<file path="config.mk">
export PLATFORM = sky130hd
export DESIGN_NAME = ats_sequencer
export DESIGN_NICKNAME = d
export VERILOG_FILES = /design/src/shared/ats_pkg.sv /design/src/verilog/ats_sequencer.sv
export VERILOG_INCLUDE_DIRS = /design/src /design/src/shared
export SDC_FILE = /design/constraint.sdc
export NUM_CORES = 1
export LEC_CHECK = 0
export BUFFER_PORTS_ARGS = -buffer_cell sky130_fd_sc_hd__buf_2
export CAP_MARGIN = 20
export CELL_PAD_IN_SITES_DETAIL_PLACEMENT = 0
export CELL_PAD_IN_SITES_GLOBAL_PLACEMENT = 1
export CORE_ASPECT_RATIO = 0.8
export CORE_MARGIN = 1.5
export CORE_UTILIZATION = 44
export CTS_CLUSTER_DIAMETER = 100
export CTS_CLUSTER_SIZE = 14
export DETAILED_ROUTE_END_ITERATION = 16
export PLACE_DENSITY = 0.83
export SLEW_MARGIN = 20
export SYNTH_ARGS = -nofsm -noshare
export SYNTH_HDL_FRONTEND = slang
export SYNTH_SLANG_ARGS = --single-unit
</file>
<file path="constraint.sdc">
create_clock -name CORE_CLK_IN -period 2.5 [get_ports CORE_CLK_IN]
set_input_delay 0.5 -clock CORE_CLK_IN [delete_from_list [all_inputs] [get_ports CORE_CLK_IN]]
set_output_delay 0.5 -clock CORE_CLK_IN [all_outputs]
set_load 0.01 [all_outputs]
</file>
<file path="src/shared/ats_params.svh">
/*
 * Constants for the antenna tuning sequencer: register offsets, field
 * positions, reset values and timing counts.
 * Assumes a 20 MHz core clock; included by bare name.
 */
`ifndef ATS_PARAMS_SVH
`define ATS_PARAMS_SVH

`define ATS_CLK_KHZ 20000
`define ATS_OFF_CTRL 8'h00
`define ATS_OFF_STATUS 8'h04
`define ATS_OFF_INT_STAT 8'h08
`define ATS_OFF_INT_MASK 8'h0c
`define ATS_CTRL_START_BIT 0
`define ATS_CTRL_ABORT_BIT 1
`define ATS_SENSE_LSB 16
`define ATS_EV_DONE 0
`define ATS_EV_TIMEOUT 1
`define ATS_EV_MATCH 2
`define ATS_INT_MASK_RST 3'h0
`define ATS_SETTLE_US 5000
`define ATS_TIMEOUT_MS 20000
`define ATS_HOME_PULSE_US 10
`define ATS_BRAKE_US 100
`define ATS_LMIN_PULSE_US 50
`define ATS_SETTLE_CYC ((`ATS_SETTLE_US * `ATS_CLK_KHZ) / 1000)
`define ATS_TIMEOUT_CYC (`ATS_TIMEOUT_MS * `ATS_CLK_KHZ)
`define ATS_HOME_PULSE_CYC ((`ATS_HOME_PULSE_US * `ATS_CLK_KHZ) / 1000)
`define ATS_BRAKE_CYC ((`ATS_BRAKE_US * `ATS_CLK_KHZ) / 1000)
`define ATS_LMIN_PULSE_CYC ((`ATS_LMIN_PULSE_US * `ATS_CLK_KHZ) / 1000)

`endif

</file>
<file path="src/shared/ats_pkg.sv">
/*
 * Types for the antenna tuning sequencer.
 * Assumes nothing beyond a SystemVerilog compiler.
 */
package ats_pkg;
    typedef struct packed {
        logic tune_start;
        logic coupler_tune_select;
        logic amplifier_tune_select;
        logic phase_pos;
        logic phase_neg;
        logic mag_high;
        logic mag_low;
        logic refl_below;
        logic cap_max;
        logic ind_min;
        logic ind_max;
    } ats_sense_type;

    typedef struct packed {
        logic cap_inc;
        logic cap_dec;
        logic ind_inc;
        logic ind_dec;
        logic brake;
        logic lmin_line;
    } ats_drive_type;
endpackage : ats_pkg

</file>
<file path="src/verilog/ats_sequencer.sv">
/*
 * Antenna tuning sequencer: tune latches, home and servo drive gating,
 * match detection, completion and timeout, APB registers, interrupt.
 * Assumes field inputs are level signals from switches and detectors;
 * all of them are synchronised here before use.
 */
// Decided for this implementation: the APB interface to the registers and the address map.
// What this block does
// RQ1 - operator selects tune mode, then requests start; a CTRL start bit write starts a cycle with no mode selected
// RQ2 - start sets tune, fault; clears match; homes
// RQ3 - tune latch keys transmitter, lights tuning lamp
// RQ4 - home pulses set capacitor and inductor homes
// RQ5 - positive phase withdraws home, servo takes over
// RQ6 - below threshold sets match, releases attenuator
// RQ7 - match suppresses level changer servo drive
// RQ8 - match fires brake, blocks home preamp inputs
// RQ9 - settled match signals completion, ends cycle
// RQ10 - positive phase, high impedance clears force
// RQ11 - home pulse blocks positive-phase capacitor drive
// RQ12 - below threshold blocks all four drives
// RQ13 - inductor minimum raises combined condition line
// RQ14 - inductor minimum edge pulses inductor drive
// RQ15 - capacitor home inhibits combined condition line
// RQ16 - capacitor maximum clears home, stops drive
// RQ17 - inductor minimum clears inductor home latch
// RQ18 - all field inputs pass two-stage synchronisers
`timescale 1ns/1ps
`default_nettype none
`include "ats_params.svh"

module ats_sequencer import ats_pkg::*; #(
    parameter int unsigned SETTLE_CYC = `ATS_SETTLE_CYC,
    parameter int unsigned TIMEOUT_CYC = `ATS_TIMEOUT_CYC
) (
    input wire logic CORE_CLK_IN,
    input wire logic RST_IN,
    input wire logic PSEL_IN,
    input wire logic PENABLE_IN,
    input wire logic PWRITE_IN,
    input wire logic [7:0] PADDR_IN,
    input wire logic [31:0] PWDATA_IN,
    output logic [31:0] PRDATA_OUT,
    output logic PREADY_OUT,
    output logic PSLVERR_OUT,
    output logic IRQ_OUT,
    input wire logic TUNE_START_IN,
    input wire logic COUPLER_TUNE_SELECT_IN,
    input wire logic AMPLIFIER_TUNE_SELECT_IN,
    input wire logic PHASE_POS_IN,
    input wire logic PHASE_NEG_IN,
    input wire logic MAG_HIGH_IN,
    input wire logic MAG_LOW_IN,
    input wire logic REFL_BELOW_IN,
    input wire logic CAP_MAX_IN,
    input wire logic IND_MIN_IN,
    input wire logic IND_MAX_IN,
    output logic KEY_TX_OUT,
    output logic TUNING_LAMP_OUT,
    output logic FAULT_LAMP_OUT,
    output logic COMPLETE_OUT,
    output logic ATTENUATOR_RELAY_OUT,
    output logic CAP_INC_OUT,
    output logic CAP_DEC_OUT,
    output logic IND_INC_OUT,
    output logic IND_DEC_OUT,
    output logic BRAKE_OUT,
    output logic LMIN_LINE_OUT
);
    localparam int SW = $bits(ats_sense_type);
    localparam logic [15:0] HOME_CYC = 16'(`ATS_HOME_PULSE_CYC);
    localparam logic [15:0] BRAKE_CYC = 16'(`ATS_BRAKE_CYC);
    localparam logic [15:0] LMIN_CYC = 16'(`ATS_LMIN_PULSE_CYC);

    ats_sense_type raw;
    ats_sense_type s;
    logic [SW-1:0] sync1_reg;
    logic [SW-1:0] sync2_reg;

    assign raw = '{TUNE_START_IN, COUPLER_TUNE_SELECT_IN, AMPLIFIER_TUNE_SELECT_IN,
                   PHASE_POS_IN, PHASE_NEG_IN, MAG_HIGH_IN, MAG_LOW_IN,
                   REFL_BELOW_IN, CAP_MAX_IN, IND_MIN_IN, IND_MAX_IN};

    genvar gi;
    generate
        for (gi = 0; gi < SW; gi++) begin : g_sync
            always_ff @(posedge CORE_CLK_IN) begin
                if (RST_IN) begin
                    sync1_reg[gi] <= 1'b0;
                    sync2_reg[gi] <= 1'b0;
                end else begin
                    sync1_reg[gi] <= raw[gi]; // [RQ18]
                    sync2_reg[gi] <= sync1_reg[gi]; // [RQ18]
                end
            end
        end
    endgenerate
    assign s = ats_sense_type'(sync2_reg);

    // latches and counters
    logic tune_active_reg, fault_latch_reg, matched_latch_reg, complete_reg;
    logic cap_home_latch_reg, ind_home_latch_reg, ind_force_latch_reg, servo_en_reg;
    logic start_q_reg, ind_min_q_reg;
    logic [15:0] home_cnt_reg, brake_cnt_reg, lmin_cnt_reg;
    logic [31:0] settle_cnt_reg, timeout_cnt_reg;
    ats_drive_type drive_reg;
    ats_drive_type drive_next;
    logic [2:0] int_stat_reg, int_mask_reg;
    logic [31:0] prdata_reg;

    // apb decode
    wire setup = PSEL_IN & ~PENABLE_IN;
    wire access = PSEL_IN & PENABLE_IN;
    wire hit_ctrl = PADDR_IN == `ATS_OFF_CTRL;
    wire hit_stat = PADDR_IN == `ATS_OFF_STATUS;
    wire hit_int = PADDR_IN == `ATS_OFF_INT_STAT;
    wire hit_mask = PADDR_IN == `ATS_OFF_INT_MASK;
    wire mapped = hit_ctrl | hit_stat | hit_int | hit_mask;
    wire wr_ctrl = access & PWRITE_IN & hit_ctrl;
    wire sw_start = wr_ctrl & PWDATA_IN[`ATS_CTRL_START_BIT];
    wire sw_abort = wr_ctrl & PWDATA_IN[`ATS_CTRL_ABORT_BIT];
    wire rd_int = access & ~PWRITE_IN & hit_int;
    wire [31:0] status_word = {5'h00, 11'(sync2_reg), 8'h00, complete_reg, servo_en_reg,
                               ind_force_latch_reg, ind_home_latch_reg,
                               cap_home_latch_reg, fault_latch_reg,
                               matched_latch_reg, tune_active_reg};
    wire [31:0] rd_mux = hit_stat ? status_word :
                         hit_int ? {29'h0, int_stat_reg} :
                         hit_mask ? {29'h0, int_mask_reg} : 32'h0;

    // sequencing terms
    wire mode_ok = s.coupler_tune_select | s.amplifier_tune_select; // [RQ1]
    wire start_evt = (s.tune_start & ~start_q_reg & mode_ok) | sw_start;
    wire home_pulse = home_cnt_reg != 16'h0;
    wire ind_min_rise = s.ind_min & ~ind_min_q_reg;
    wire settled = tune_active_reg & s.refl_below & (settle_cnt_reg == SETTLE_CYC - 1);
    wire timed_out = tune_active_reg & ~settled & (timeout_cnt_reg == TIMEOUT_CYC - 1);
    wire match_rise = s.refl_below & ~matched_latch_reg & tune_active_reg;
    wire phase_take = tune_active_reg & ~home_pulse & s.phase_pos;
    wire lc_en = servo_en_reg & ~matched_latch_reg; // [RQ7]
    wire home_en = ~matched_latch_reg; // [RQ8]
    wire run = tune_active_reg & ~s.refl_below; // [RQ12]
    wire ind_dec_raw = run & ~s.ind_min &
                       ((ind_home_latch_reg & home_en) | (lc_en & s.mag_high));
    wire [2:0] events = {match_rise, timed_out, settled};

    always_comb begin
        drive_next = '0;
        drive_next.cap_inc = run & ~s.cap_max & // [RQ16]
                             ((cap_home_latch_reg & home_en) | (lc_en & s.phase_neg));
        drive_next.cap_dec = run & ~home_pulse & lc_en & s.phase_pos; // [RQ11]
        drive_next.ind_dec = ind_dec_raw;
        drive_next.ind_inc = run & ~s.ind_max & ~ind_dec_raw & // [RQ14]
                             ((lmin_cnt_reg != 16'h0) | ind_force_latch_reg | (lc_en & s.mag_low));
        drive_next.brake = brake_cnt_reg != 16'h0; // [RQ8]
        drive_next.lmin_line = s.ind_min & ~cap_home_latch_reg & ~s.cap_max; // [RQ13] [RQ15]
    end

    always_ff @(posedge CORE_CLK_IN) begin
        if (RST_IN) begin
            tune_active_reg <= 1'b0;
            fault_latch_reg <= 1'b0;
            complete_reg <= 1'b0;
            start_q_reg <= 1'b0;
            ind_min_q_reg <= 1'b0;
        end else begin
            start_q_reg <= s.tune_start;
            ind_min_q_reg <= s.ind_min;
            if (start_evt) begin
                tune_active_reg <= 1'b1; // [RQ2]
                fault_latch_reg <= 1'b1; // [RQ2]
                complete_reg <= 1'b0;
            end else if (settled) begin
                tune_active_reg <= 1'b0; // [RQ9]
                fault_latch_reg <= 1'b0;
                complete_reg <= 1'b1; // [RQ9]
            end else if (timed_out | sw_abort) begin
                tune_active_reg <= 1'b0;
            end
        end
    end

    // match tracks the detector and may toggle before settling
    always_ff @(posedge CORE_CLK_IN) begin
        if (RST_IN | start_evt) begin
            matched_latch_reg <= 1'b0; // [RQ2]
        end else begin
            matched_latch_reg <= tune_active_reg & s.refl_below; // [RQ6]
        end
    end

    always_ff @(posedge CORE_CLK_IN) begin
        if (RST_IN) begin
            cap_home_latch_reg <= 1'b0;
            ind_home_latch_reg <= 1'b0;
            servo_en_reg <= 1'b0;
            home_cnt_reg <= 16'h0;
        end else if (start_evt) begin
            cap_home_latch_reg <= 1'b1; // [RQ4]
            ind_home_latch_reg <= 1'b1; // [RQ4]
            servo_en_reg <= 1'b0;
            home_cnt_reg <= HOME_CYC; // [RQ2]
        end else begin
            home_cnt_reg <= home_pulse ? home_cnt_reg - 16'h1 : 16'h0;
            if (s.cap_max | phase_take | ~tune_active_reg) begin
                cap_home_latch_reg <= 1'b0; // [RQ16] [RQ5]
            end
            if (ind_min_rise | phase_take | ~tune_active_reg) begin
                ind_home_latch_reg <= 1'b0; // [RQ17] [RQ5]
            end
            servo_en_reg <= tune_active_reg & (servo_en_reg | phase_take); // [RQ5]
        end
    end

    // force drives the inductor off minimum when the capacitor is at max
    always_ff @(posedge CORE_CLK_IN) begin
        if (RST_IN | start_evt | s.refl_below | (s.phase_pos & s.mag_high)) begin
            ind_force_latch_reg <= 1'b0; // [RQ10]
        end else if (tune_active_reg & s.ind_min & s.cap_max) begin
            ind_force_latch_reg <= 1'b1;
        end
    end

    always_ff @(posedge CORE_CLK_IN) begin
        if (RST_IN | start_evt) begin
            settle_cnt_reg <= 32'h0; // [RQ2]
            timeout_cnt_reg <= 32'h0; // [RQ2]
        end else begin
            settle_cnt_reg <= (tune_active_reg & s.refl_below) ? settle_cnt_reg + 32'h1 : 32'h0;
            timeout_cnt_reg <= tune_active_reg ? timeout_cnt_reg + 32'h1 : 32'h0;
        end
    end

    always_ff @(posedge CORE_CLK_IN) begin
        if (RST_IN) begin
            brake_cnt_reg <= 16'h0;
            lmin_cnt_reg <= 16'h0;
            drive_reg <= '0;
        end else begin
            brake_cnt_reg <= match_rise ? BRAKE_CYC :
                             (drive_next.brake ? brake_cnt_reg - 16'h1 : 16'h0);
            lmin_cnt_reg <= ind_min_rise ? LMIN_CYC :
                            ((lmin_cnt_reg != 16'h0) ? lmin_cnt_reg - 16'h1 : 16'h0);
            drive_reg <= drive_next;
        end
    end

    // read data is caught in setup; only the bits seen are cleared
    always_ff @(posedge CORE_CLK_IN) begin
        if (RST_IN) begin
            prdata_reg <= 32'h0;
            int_stat_reg <= 3'h0;
            int_mask_reg <= `ATS_INT_MASK_RST;
        end else begin
            if (setup) begin
                prdata_reg <= rd_mux;
            end
            int_stat_reg <= events | (int_stat_reg & ~(rd_int ? prdata_reg[2:0] : 3'h0));
            if (access & PWRITE_IN & hit_mask) begin
                int_mask_reg <= PWDATA_IN[2:0];
            end
        end
    end

    assign PREADY_OUT = access;
    assign PSLVERR_OUT = access & ~mapped;
    assign PRDATA_OUT = prdata_reg;
    assign IRQ_OUT = |(int_stat_reg & int_mask_reg);
    assign KEY_TX_OUT = tune_active_reg; // [RQ3]
    assign TUNING_LAMP_OUT = tune_active_reg; // [RQ3]
    assign FAULT_LAMP_OUT = fault_latch_reg;
    assign COMPLETE_OUT = complete_reg;
    assign ATTENUATOR_RELAY_OUT = tune_active_reg & ~matched_latch_reg; // [RQ6]
    assign CAP_INC_OUT = drive_reg.cap_inc;
    assign CAP_DEC_OUT = drive_reg.cap_dec;
    assign IND_INC_OUT = drive_reg.ind_inc;
    assign IND_DEC_OUT = drive_reg.ind_dec;
    assign BRAKE_OUT = drive_reg.brake;
    assign LMIN_LINE_OUT = drive_reg.lmin_line;
endmodule : ats_sequencer

`default_nettype wire

</file>
==> metrics.log, run 1 <==
[metrics] status: completed
[metrics] worst min-delay path category: input pin to flop
[metrics] routed wire length per instance: 14.8 um
[metrics] required time at the endpoint of the critical path: around 2.8 ns
[metrics] TritonCTS clock tree: yes
[metrics] nature of the critical path endpoint: flop
[metrics] Post-Place Cells: about 1.1k
[metrics] Cell Int Power: ~5400 uW
[metrics] setup fix buffers added after clock tree synthesis: 0
[metrics] number of sinks on the clock net: roughly 180
[metrics] io pins: a little over 100
[metrics] Switching Share: 32.2%
[metrics] overall die height: 121 um
[metrics] Relative slew margins: between 60 and 70%
[metrics] GRT Residual Overflow: 0
[metrics] actual slew at the worst max-slew pin: approximately 0.54 ns
[metrics] DP Wirelength: roughly 12000 um
[metrics] detail-routed via count per cell: around 5.5
[metrics] post-route fraction of the period consumed by the critical path: 87.0%
[metrics] count of unresolved DRC violations after routing: 0
[metrics] Synth cell types: 58
[metrics] Final Slew Violations: 0
[metrics] area of the die: between 15000 and 20000 sq um
[metrics] layout cells sized above 1: around 14%
[metrics] Peak VDD IR: about 0.41 mV
[metrics] number of synthesized flops with an enable pin: 0
[metrics] wire length of the first global-routing pass: roughly 28000 um
[metrics] 1st-iter DRT viols: 437
[metrics] layout-stage area growth over the synthesis result: 15.0%
[metrics] Mapped Avg Cell Area: 8.99 sq um
[metrics] fraction of power consumed by sequential logic: between 40% and 50%
[metrics] net switching power: between 2000 and 3000 uW
[metrics] aggregate global-route resource usage: 19.5%
[metrics] type of origin of the critical path: flop
[metrics] number of setup violations in the final report: 0
[metrics] most common cell after layout, fill and taps aside: dfxtp_1
[metrics] number of global-route vias before repair: approximately 5.7k
[metrics] maximum number of pins on one net before global-route repair: 40
[metrics] routability congestion estimate from global placement: 0.762
[metrics] clock latency of the later-clocked register in the worst-skew pair: about 0.43 ns
[metrics] TritonRoute pass-1 iters: 5
[metrics] TritonCTS Buffers: 17
[metrics] type of the setup path with the least slack: flop to flop
[metrics] total number of vias: 6282
[metrics] Final Hold Violating Endpoints: 0
[metrics] post-cts gate resize count: 0
[metrics] Pwr per Cell Area: roughly 910 nW/um^2
[metrics] total standard cell area after synthesis: approximately 7600 sq um
[metrics] initial core utilization: 45.5%
[metrics] clock transition time at the flip-flop clock pins of the worst setup and hold paths: roughly 0.07 ns
[metrics] Max Buffers Root-to-Sink: 2
[metrics] initial antenna violation count: 0
[metrics] cell chosen for the clock root: clkbuf_16
[metrics] count of mapped cells out of synthesis: around 850
[metrics] most used flip-flop cell after synthesis: dfxtp_1
[metrics] total of max-cap violations: 0
[metrics] final layout net count: between 900 and 1k
[metrics] total of warnings raised by yosys: 0
[metrics] relative contribution of combinational cells to total power: a little under a quarter
[metrics] Pleak: a little over 0.003 uW
[metrics] fin cells: 1140
[metrics] Routed Wire Length: roughly 17000 um
[metrics] smallest hold slack: between 0.2 and 0.3 ns
[metrics] CTS H-Tree Depth: 4
[metrics] number of antenna cells inserted: 0
[metrics] proportion of power drawn by the clock network: between 30% and 40%
[metrics] RSZ-0062 raised after global routing: no
[metrics] proportion of synthesized flip-flops having asynchronous set or reset: 0%
[metrics] most used cells in the layout excluding fill and tap cells: dfxtp_1, nor2_1, buf_2
[metrics] CP max FO: 10
[metrics] final critical-path required period: 2.17 ns
[metrics] hold bufs inserted after CTS: 0
[metrics] Fin Clk Skew: 0.00998 ns
[metrics] chip width: about 150 um
[metrics] sum of negative setup slack: 0 ns
[metrics] fraction of the core area covered by cells at the end of the flow: 52.4%
[metrics] sequential element share of the synthesized area: 46.1%
[metrics] number of nets with antenna violations after detailed routing: 0
[metrics] #FFs+latches synth: 175
[metrics] number of placement rows: 42
[metrics] number of port buffers: between 50 and 60
[metrics] Highest Clock Rate: 460 MHz
[metrics] Arr. time, crit path: 2.48 ns
[metrics] placeable core region: about 17000 sq um
metal layers:
metal / up-vias / routed length, um / track usage (%)
met3: 12 / 772 / 4.38
met4: 0 / 129 / 6.00
met2: 123 / 7270 / 28.0
li1: 3182 / - / -
met1: 2965 / 8740 / 28.7
met5: - / 0 / 0
power by group through the flow:
stage                     clock network (uW)  logic (uW)  registers [uW]
after floorplan                            0        1470            3410
after global placement                     0        1820            3470
after detailed placement                   0        1840            3480
after CTS                               2730        1860            3420
after global routing                    2860        2120            3480
final                                   2680        1860            3420
per-stage QoR:
step	power [uW]	instance area, sq um	setup WS [ns]
final	7960	8750	0.326
after detailed placement	5320	8150	0.328
after global placement	5300	8150	0.359
after floorplan	4880	7650	0.452
after CTS	8010	8750	0.299
after global routing	8470	8750	0.160
worst max-delay path, cell delays in order, from the launching register on:
cell,delay [ns]
dfxtp_1,0.33
inv_1,0.07
ha_1,0.19
or4b_1,0.47
or3_1,0.45
o211ai_2,0.43
nor2_1,0.10
layout make-up:
class,count,area [sq um]
Fill cell,1577,7960
Multi-Input combinational cell,612,3830
Sequential cell,175,3500
Timing Repair Buffer,80,465
Clock buffer,17,425
Tap cell,220,275
Clock inverter,15,176
Inverter,21,78.8
cell usage after synthesis, drive strengths merged, types with 2 or more instances:
| cell type | n | area (sq um) |
|---|---|---|
| a211oi | 4 | 35.0 |
| a21oi | 40 | 200 |
| a22o | 3 | 26.3 |
| a22oi | 16 | 120 |
| and2 | 6 | 37.5 |
| and3 | 9 | 56.3 |
| and4 | 8 | 70.1 |
| buf | 17 | 119 |
| clkbuf | 33 | 124 |
| dfxtp | 175 | 3500 |
| ha | 6 | 75.1 |
| inv | 20 | 75.1 |
| mux2 | 3 | 33.8 |
| mux2i | 18 | 180 |
| nand2 | 39 | 146 |
| nand2b | 4 | 25.0 |
| nand3 | 45 | 225 |
| nand3b | 18 | 135 |
| nand4 | 26 | 163 |
| nand4b | 2 | 17.5 |
| nor2 | 74 | 278 |
| nor2b | 30 | 188 |
| nor3 | 28 | 140 |
| nor3b | 4 | 30.0 |
| nor4 | 34 | 228 |
| nor4b | 4 | 35.0 |
| nor4bb | 3 | 30.0 |
| o211ai | 2 | 20.0 |
| o21ai | 29 | 145 |
| o22ai | 5 | 31.3 |
| o31ai | 20 | 150 |
| or2 | 6 | 37.5 |
| or3 | 21 | 131 |
| or3b | 2 | 17.5 |
| or4 | 26 | 203 |
| xnor2 | 26 | 228 |
| xor2 | 28 | 245 |
worst paths after layout:
path / end / from / cells past startpoint / slack [ns]
worst max-delay path: lmin_cnt_reg[10] / lmin_cnt_reg[0] / 6 / 0.33
worst min-delay path: sync1_reg[8] / AMPLIFIER_TUNE_SELECT_IN / 2 / 0.27
worst max register to register: lmin_cnt_reg[10] / lmin_cnt_reg[0] / 6 / 0.33
worst min register to register: s[9] / sync1_reg[9] / 1 / 0.43
cells by family (layout without fill, tap and decap cells):
family / count (synthesis) / in the layout / share of synthesized area [%]
simple gates: 390 / 390 / 29.0
mux: 21 / 21 / 2.81
other cells: 1 / 13 / 0.0493
buf+inv: 71 / 133 / 4.23
fa+ha+maj: 6 / 6 / 0.987
compound gates: 128 / 128 / 10.7
flops: 175 / 175 / 46.1
xor+xnor: 54 / 54 / 6.22
No activity file was read; power rests on OpenSTA's default activity.
==> run 2, diff against run 1 <==
--- a/config.mk
+++ b/config.mk
@@ -16,6 +16,7 @@
 export CTS_CLUSTER_DIAMETER = 100
 export CTS_CLUSTER_SIZE = 14
 export DETAILED_ROUTE_END_ITERATION = 16
+export MAX_ROUTING_LAYER = met4
 export PLACE_DENSITY = 0.83
 export SLEW_MARGIN = 20
 export SYNTH_ARGS = -nofsm -noshare
==> run 2 against run 1 <==
Compared with the run above: register-to-register slack about the same; maximum frequency about the same; clock power hardly changed.
==> metrics.log, run 2 (same netlist as run 1, synthesis figures left out) <==
[metrics] initial antenna violation count: 0 (unchanged)
[metrics] Peak VDD IR: 0.408 mV (+0.13%)
[metrics] TritonRoute pass-1 iters: 5 (unchanged)
[metrics] routability congestion estimate from global placement: 0.772 (+1.3%)
[metrics] net switching power: 2550 uW (-0.50%)
[metrics] number of sinks on the clock net: 175 (unchanged)
[metrics] post-cts gate resize count: 0 (unchanged)
[metrics] actual slew at the worst max-slew pin: 0.539 ns (+0.00303 ns)
[metrics] layout cells sized above 1: 14.1% (unchanged)
[metrics] Arr. time, crit path: 2.47 ns (about the same)
[metrics] cell chosen for the clock root: clkbuf_16
[metrics] status: completed
[metrics] type of the setup path with the least slack: flop to flop
[metrics] layout-stage area growth over the synthesis result: 15.0% (unchanged)
[metrics] chip width: 150 um (unchanged)
[metrics] setup fix buffers added after clock tree synthesis: 0 (unchanged)
[metrics] Max Buffers Root-to-Sink: 2 (unchanged)
[metrics] TritonCTS clock tree: yes
[metrics] Final Slew Violations: 0 (unchanged)
[metrics] required time at the endpoint of the critical path: 2.80 ns (about the same)
[metrics] aggregate global-route resource usage: 20.0% (+0.53 points)
[metrics] TritonCTS Buffers: 17 (unchanged)
[metrics] CTS H-Tree Depth: 4 (unchanged)
[metrics] number of nets with antenna violations after detailed routing: 0 (unchanged)
[metrics] area of the die: 18100 sq um (unchanged)
[metrics] wire length of the first global-routing pass: 28200 um (about the same)
[metrics] Final Hold Violating Endpoints: 0 (unchanged)
[metrics] GRT Residual Overflow: 0 (unchanged)
[metrics] most used cells in the layout excluding fill and tap cells: dfxtp_1, nor2_1, buf_2
[metrics] sum of negative setup slack: 0 ns (unchanged)
[metrics] number of global-route vias before repair: 5645 (-0.19%)
[metrics] clock latency of the later-clocked register in the worst-skew pair: 0.43 ns (about the same)
[metrics] proportion of power drawn by the clock network: 33.5% (about the same)
[metrics] relative contribution of combinational cells to total power: 23.4% (about the same)
[metrics] initial core utilization: 45.5% (unchanged)
[metrics] final layout net count: 969 (unchanged)
[metrics] number of antenna cells inserted: 0 (unchanged)
[metrics] critical path's largest stage delay: 0.48 ns (about the same)
[metrics] routed wire length per instance: 14.8 um (-0.15%)
[metrics] fraction of the core area covered by cells at the end of the flow: 52.4% (unchanged)
[metrics] hold bufs inserted after CTS: 0 (unchanged)
[metrics] RSZ-0062 raised after global routing: no
[metrics] Relative slew margins: 64.0% (+0.073 points)
[metrics] overall die height: 121 um (unchanged)
[metrics] crit path cell chain: inv_1, ha_1, or4b_1, or3_1, o211ai_2, nor2_1
[metrics] placeable core region: 16700 sq um (unchanged)
[metrics] Cell Int Power: 5390 uW (about the same)
[metrics] DP Wirelength: 11600 um (unchanged)
[metrics] Pwr per Cell Area: 908 nW/um^2 (-0.15%)
[metrics] type of origin of the critical path: flop
[metrics] final critical-path required period: 2.18 ns (+0.000638 ns)
[metrics] Pleak: 0.00310 uW (unchanged)
[metrics] number of port buffers: 59 (unchanged)
[metrics] Switching Share: 32.1% (-0.11 points)
[metrics] 1st-iter DRT viols: 403 (-7.8%)
[metrics] Routed Wire Length: 16900 um (-0.15%)
[metrics] nature of the critical path endpoint: flop
[metrics] Highest Clock Rate: 460 MHz (about the same)
[metrics] CP max FO: 10 (unchanged)
[metrics] io pins: 102 (unchanged)
[metrics] number of placement rows: 42 (unchanged)
[metrics] number of setup violations in the final report: 0 (unchanged)
[metrics] detail-routed via count per cell: 5.49 (-0.41%)
[metrics] most common cell after layout, fill and taps aside: dfxtp_1
[metrics] clock transition time at the flip-flop clock pins of the worst setup and hold paths: 0.07 ns (about the same)
[metrics] Fin Clk Skew: 0.0124 ns (+0.00240 ns)
[metrics] post-route fraction of the period consumed by the critical path: 87.0% (about the same)
[metrics] total number of vias: 6256 (-0.41%)
[metrics] worst min-delay path category: input pin to flop
[metrics] count of unresolved DRC violations after routing: 0 (unchanged)
[metrics] overall power of the completed layout: 7940 uW (-0.15%)
[metrics] total of max-cap violations: 0 (unchanged)
[metrics] fraction of power consumed by sequential logic: 43.1% (about the same)
[metrics] maximum number of pins on one net before global-route repair: 40 (unchanged)
[metrics] slowest cell on the critical path: or4b_1
[run 2: cell counts in the layout (fill, tap and decap cells not counted)]
Identical to the previous run, type by type.
[run 2: routing by layer]
metal | vias to the layer above | part of all wire, % | GRT usage [%]
met4 | 0 | 1.1 | 6.19
met2 | 122 | 42 | 28.0
met1 | 2931 | 52 | 28.7
met3 | 16 | 4.1 | 4.15
li1 | 3187 | - | -
met5 | - | 0 | -
[run 2: cell type report]
cell class,instances,area [sq um]
well taps,220,275
fillers,1577,7960
clock inverters,15,176
flip-flops and latches,175,3500
multi-input cells,612,3830
clock buffers,17,425
inverters,21,78.8
repair buffers,80,465
[run 2: power groups by stage]
stage / clock network, uW / registers, uW / logic, uW
CTS: 2730 / 3420 / 1860
detailed placement: 0 / 3480 / 1840
finish: 2660 / 3420 / 1860
global placement: 0 / 3470 / 1820
global route: 2860 / 3480 / 2120
floorplan: 0 / 3410 / 1470
[run 2: worst paths after layout]
kind                   startpoint               end  slack, ns  cells after the start
hold reg to reg      sync1_reg[9]              s[9]       0.43                      1
setup / recovery  lmin_cnt_reg[0]  lmin_cnt_reg[10]       0.32                      6
setup reg to reg  lmin_cnt_reg[0]  lmin_cnt_reg[10]       0.32                      6
hold / removal         CAP_MAX_IN      sync1_reg[2]       0.28                      2
[run 2: through the flow]
stage,setup WS [ns],std cells,hold slack (ns),area [sq um]
global placement,0.359,1108,0.420,8150
detailed placement,0.328,1108,0.420,8150
finish,0.325,1140,0.282,8750
global route,0.160,1140,0.263,8750
CTS,0.299,1140,0.265,8750
floorplan,0.452,858,0.400,7650
[run 2: critical path: cells and delay by family (launching register included)]
kind	cells	cell delay [ns]
and+or+nand+nor	3	1.03
AOI/OAI and AO/OA	1	0.43
DFF	1	0.33
adders and majority gates	1	0.19
buffers and inverters	1	0.07
==> run 3, diff against run 2 <==
--- a/config.mk
+++ b/config.mk
@@ -17,7 +17,7 @@
 export CTS_CLUSTER_SIZE = 14
 export DETAILED_ROUTE_END_ITERATION = 16
 export MAX_ROUTING_LAYER = met4
-export PLACE_DENSITY = 0.83
+export PLACE_DENSITY_LB_ADDON = 0.12
 export SLEW_MARGIN = 20
 export SYNTH_ARGS = -nofsm -noshare
 export SYNTH_HDL_FRONTEND = slang
==> run 3 against run 2 <==
Compared with the run above: total power decreased by 1.8%; clock skew shrank 0.0014 ns; via count grew 1.5%; sequential cell count did not move; critical endpoint is now settle_cnt_reg[22]; largest cell class unchanged.
==> metrics.log, run 3 (same netlist as run 1, synthesis figures left out) <==
[metrics] crit path cell chain: ha_1, nand4_1, or3_1, or4_1, a21oi_1
[metrics] type of the setup path with the least slack: flop to flop
[metrics] Cell Int Power: 5330 uW (-1.1%)
[metrics] count of unresolved DRC violations after routing: 0 (unchanged)
[metrics] Highest Clock Rate: 452 MHz (-1.8%)
[metrics] number of antenna cells inserted: 0 (unchanged)
[metrics] CTS H-Tree Depth: 4 (unchanged)
[metrics] RSZ-0062 raised after global routing: no
[metrics] Routed Wire Length: 17200 um (+1.9%)
[metrics] Relative slew margins: 41.3% (-23 points)
[metrics] initial core utilization: 45.5% (unchanged)
[metrics] number of placement rows: 42 (unchanged)
[metrics] post-route fraction of the period consumed by the critical path: 88.6% (+1.6 points)
[metrics] CP max FO: 13 (+3)
[metrics] clock latency of the later-clocked register in the worst-skew pair: 0.43 ns (about the same)
[metrics] most common cell after layout, fill and taps aside: dfxtp_1
[metrics] buffering stage count on the worst path with inverters included: 0 (-1)
[metrics] Pwr per Cell Area: 899 nW/um^2 (-0.95%)
[metrics] DP Wirelength: 12000 um (+3.6%)
[metrics] Arr. time, crit path: 2.58 ns (+0.11 ns)
[metrics] fraction of the core area covered by cells at the end of the flow: 51.9% (-0.43 points)
[metrics] type of origin of the critical path: flop
[metrics] TritonRoute pass-1 iters: 5 (unchanged)
[metrics] number of nets with antenna violations after detailed routing: 0 (unchanged)
[metrics] clock transition time at the flip-flop clock pins of the worst setup and hold paths: 0.07 ns (about the same)
[metrics] Crit path max-delay family: simple AND/OR/NAND/NOR gates
[metrics] area of the die: 18100 sq um (unchanged)
[metrics] hold bufs inserted after CTS: 0 (unchanged)
[metrics] nature of the critical path endpoint: flop
[metrics] layout-stage area growth over the synthesis result: 14.1%
[metrics] Max Buffers Root-to-Sink: 2 (unchanged)
[metrics] sum of negative setup slack: 0 ns (unchanged)
[metrics] slowest cell on the critical path: or3_1
[metrics] number of port buffers: 59 (unchanged)
[metrics] TritonCTS Buffers: 17 (unchanged)
[metrics] Switching Share: 31.7% (-0.46 points)
[metrics] final setup margin: 0.286 ns (-0.0393 ns)
[metrics] setup fix buffers added after clock tree synthesis: 0 (unchanged)
[metrics] aggregate global-route resource usage: 20.4% (+0.37 points)
[metrics] Fin Clk Skew: 0.0110 ns (-0.00140 ns)
[metrics] routability congestion estimate from global placement: 0.762 (-1.3%)
[metrics] number of global-route vias before repair: 5978 (+5.9%)
[metrics] Final Slew Violations: 0 (unchanged)
[metrics] number of sinks on the clock net: 175 (unchanged)
[metrics] relative contribution of combinational cells to total power: 23.6% (+0.2 points)
[metrics] post-placement setup slack: 0.260 ns (-0.0678 ns)
[metrics] initial antenna violation count: 0 (unchanged)
[metrics] Peak VDD IR: 0.364 mV (-11%)
[metrics] io pins: 102 (unchanged)
[metrics] maximum number of pins on one net before global-route repair: 33 (-18%)
[metrics] wire length of the first global-routing pass: 28800 um (+2.0%)
[metrics] placeable core region: 16700 sq um (unchanged)
[metrics] GRT Residual Overflow: 0 (unchanged)
[metrics] chip width: 150 um (unchanged)
[metrics] proportion of power drawn by the clock network: 32.5% (-1.0 points)
[metrics] required time at the endpoint of the critical path: 2.86 ns (+0.06 ns)
[metrics] fraction of power consumed by sequential logic: 43.9% (+0.8 points)
[metrics] Pleak: 0.00305 uW (-1.5%)
[metrics] total number of vias: 6349 (+1.5%)
[metrics] cell chosen for the clock root: clkbuf_16
[metrics] final critical-path required period: 2.21 ns (+0.0393 ns)
[metrics] total of max-cap violations: 0 (unchanged)
[metrics] 1st-iter DRT viols: 370 (-8.2%)
[metrics] status: completed
[metrics] most used cells in the layout excluding fill and tap cells: dfxtp_1, nor2_1, buf_2
[metrics] Final Hold Violating Endpoints: 0 (unchanged)
[metrics] detail-routed via count per cell: 5.58 (+1.8%)
[metrics] worst min-delay path category: input pin to flop
[metrics] layout cells sized above 1: 13.8% (-0.28 points)
[metrics] routed wire length per instance: 15.1 um (+2.2%)
[metrics] net switching power: 2470 uW (-3.2%)
[metrics] TritonCTS clock tree: yes
[metrics] number of setup violations in the final report: 0 (unchanged)
[metrics] actual slew at the worst max-slew pin: 0.881 ns (+0.341 ns)
[metrics] post-cts gate resize count: 0 (unchanged)
[metrics] final layout net count: 966 (-0.31%)
[metrics] overall die height: 121 um (unchanged)
[metrics] critical path's largest stage delay: 0.63 ns (+0.15 ns)
## run 3: cell types whose count changed in the layout (fill, tap and decap cells not counted)
| cell | delta |
|---|---|
| clkinvlp_4 | +3 |
| buf_12 | -1 |
| clkinv_4 | +3 |
| buf_4 | -2 |
| clkinv_8 | -3 |
| inv_8 | -3 |
| inv_6 | -1 |
| clkinv_2 | +1 |
## run 3: cell type report
type	instances	area, sq um
clock inverter	15	139
tap	220	275
fill	1558	8030
multi-input combinational	612	3830
timing repair buffer	77	430
clock buffer	17	425
inverter	21	78.8
sequential	175	3500
## run 3: per-layer routing
metal / GRT usage [%] / part of all wire, % / vias to the layer above
met2: 31.5 / 46 / 137
met4: 6.00 / 1.1 / 0
li1: - / - / 3164
met3: 4.60 / 4.5 / 14
met1: 26.6 / 49 / 3034
met5: - / 0 / -
## run 3: worst paths after layout
check | startpoint | end | slack, ns | cells past startpoint
max | settle_cnt_reg[0] | settle_cnt_reg[22] | 0.29 | 5
min | COUPLER_TUNE_SELECT_IN | sync1_reg[9] | 0.28 | 2
max reg2reg | settle_cnt_reg[0] | settle_cnt_reg[22] | 0.29 | 5
min reg2reg | sync1_reg[8] | s[8] | 0.44 | 1
## run 3: through the flow
stage	power, uW	hold slack, ns	instance area (sq um)	cells
final	7800	0.278	8680	1137
after CTS	7870	0.267	8680	1137
after global routing	8260	0.284	8680	1137
after floorplan	4880	0.400	7650	858
after global placement	5250	0.426	8120	1105
after detailed placement	5320	0.425	8120	1105
## run 3: power groups by stage
stage / Sequential [uW] / Combinational (uW) / Clock (uW)
final: 3430 / 1840 / 2530
after global routing: 3480 / 2070 / 2710
after CTS: 3420 / 1850 / 2600
after detailed placement: 3480 / 1840 / 0
after global placement: 3460 / 1790 / 0
after floorplan: 3410 / 1470 / 0
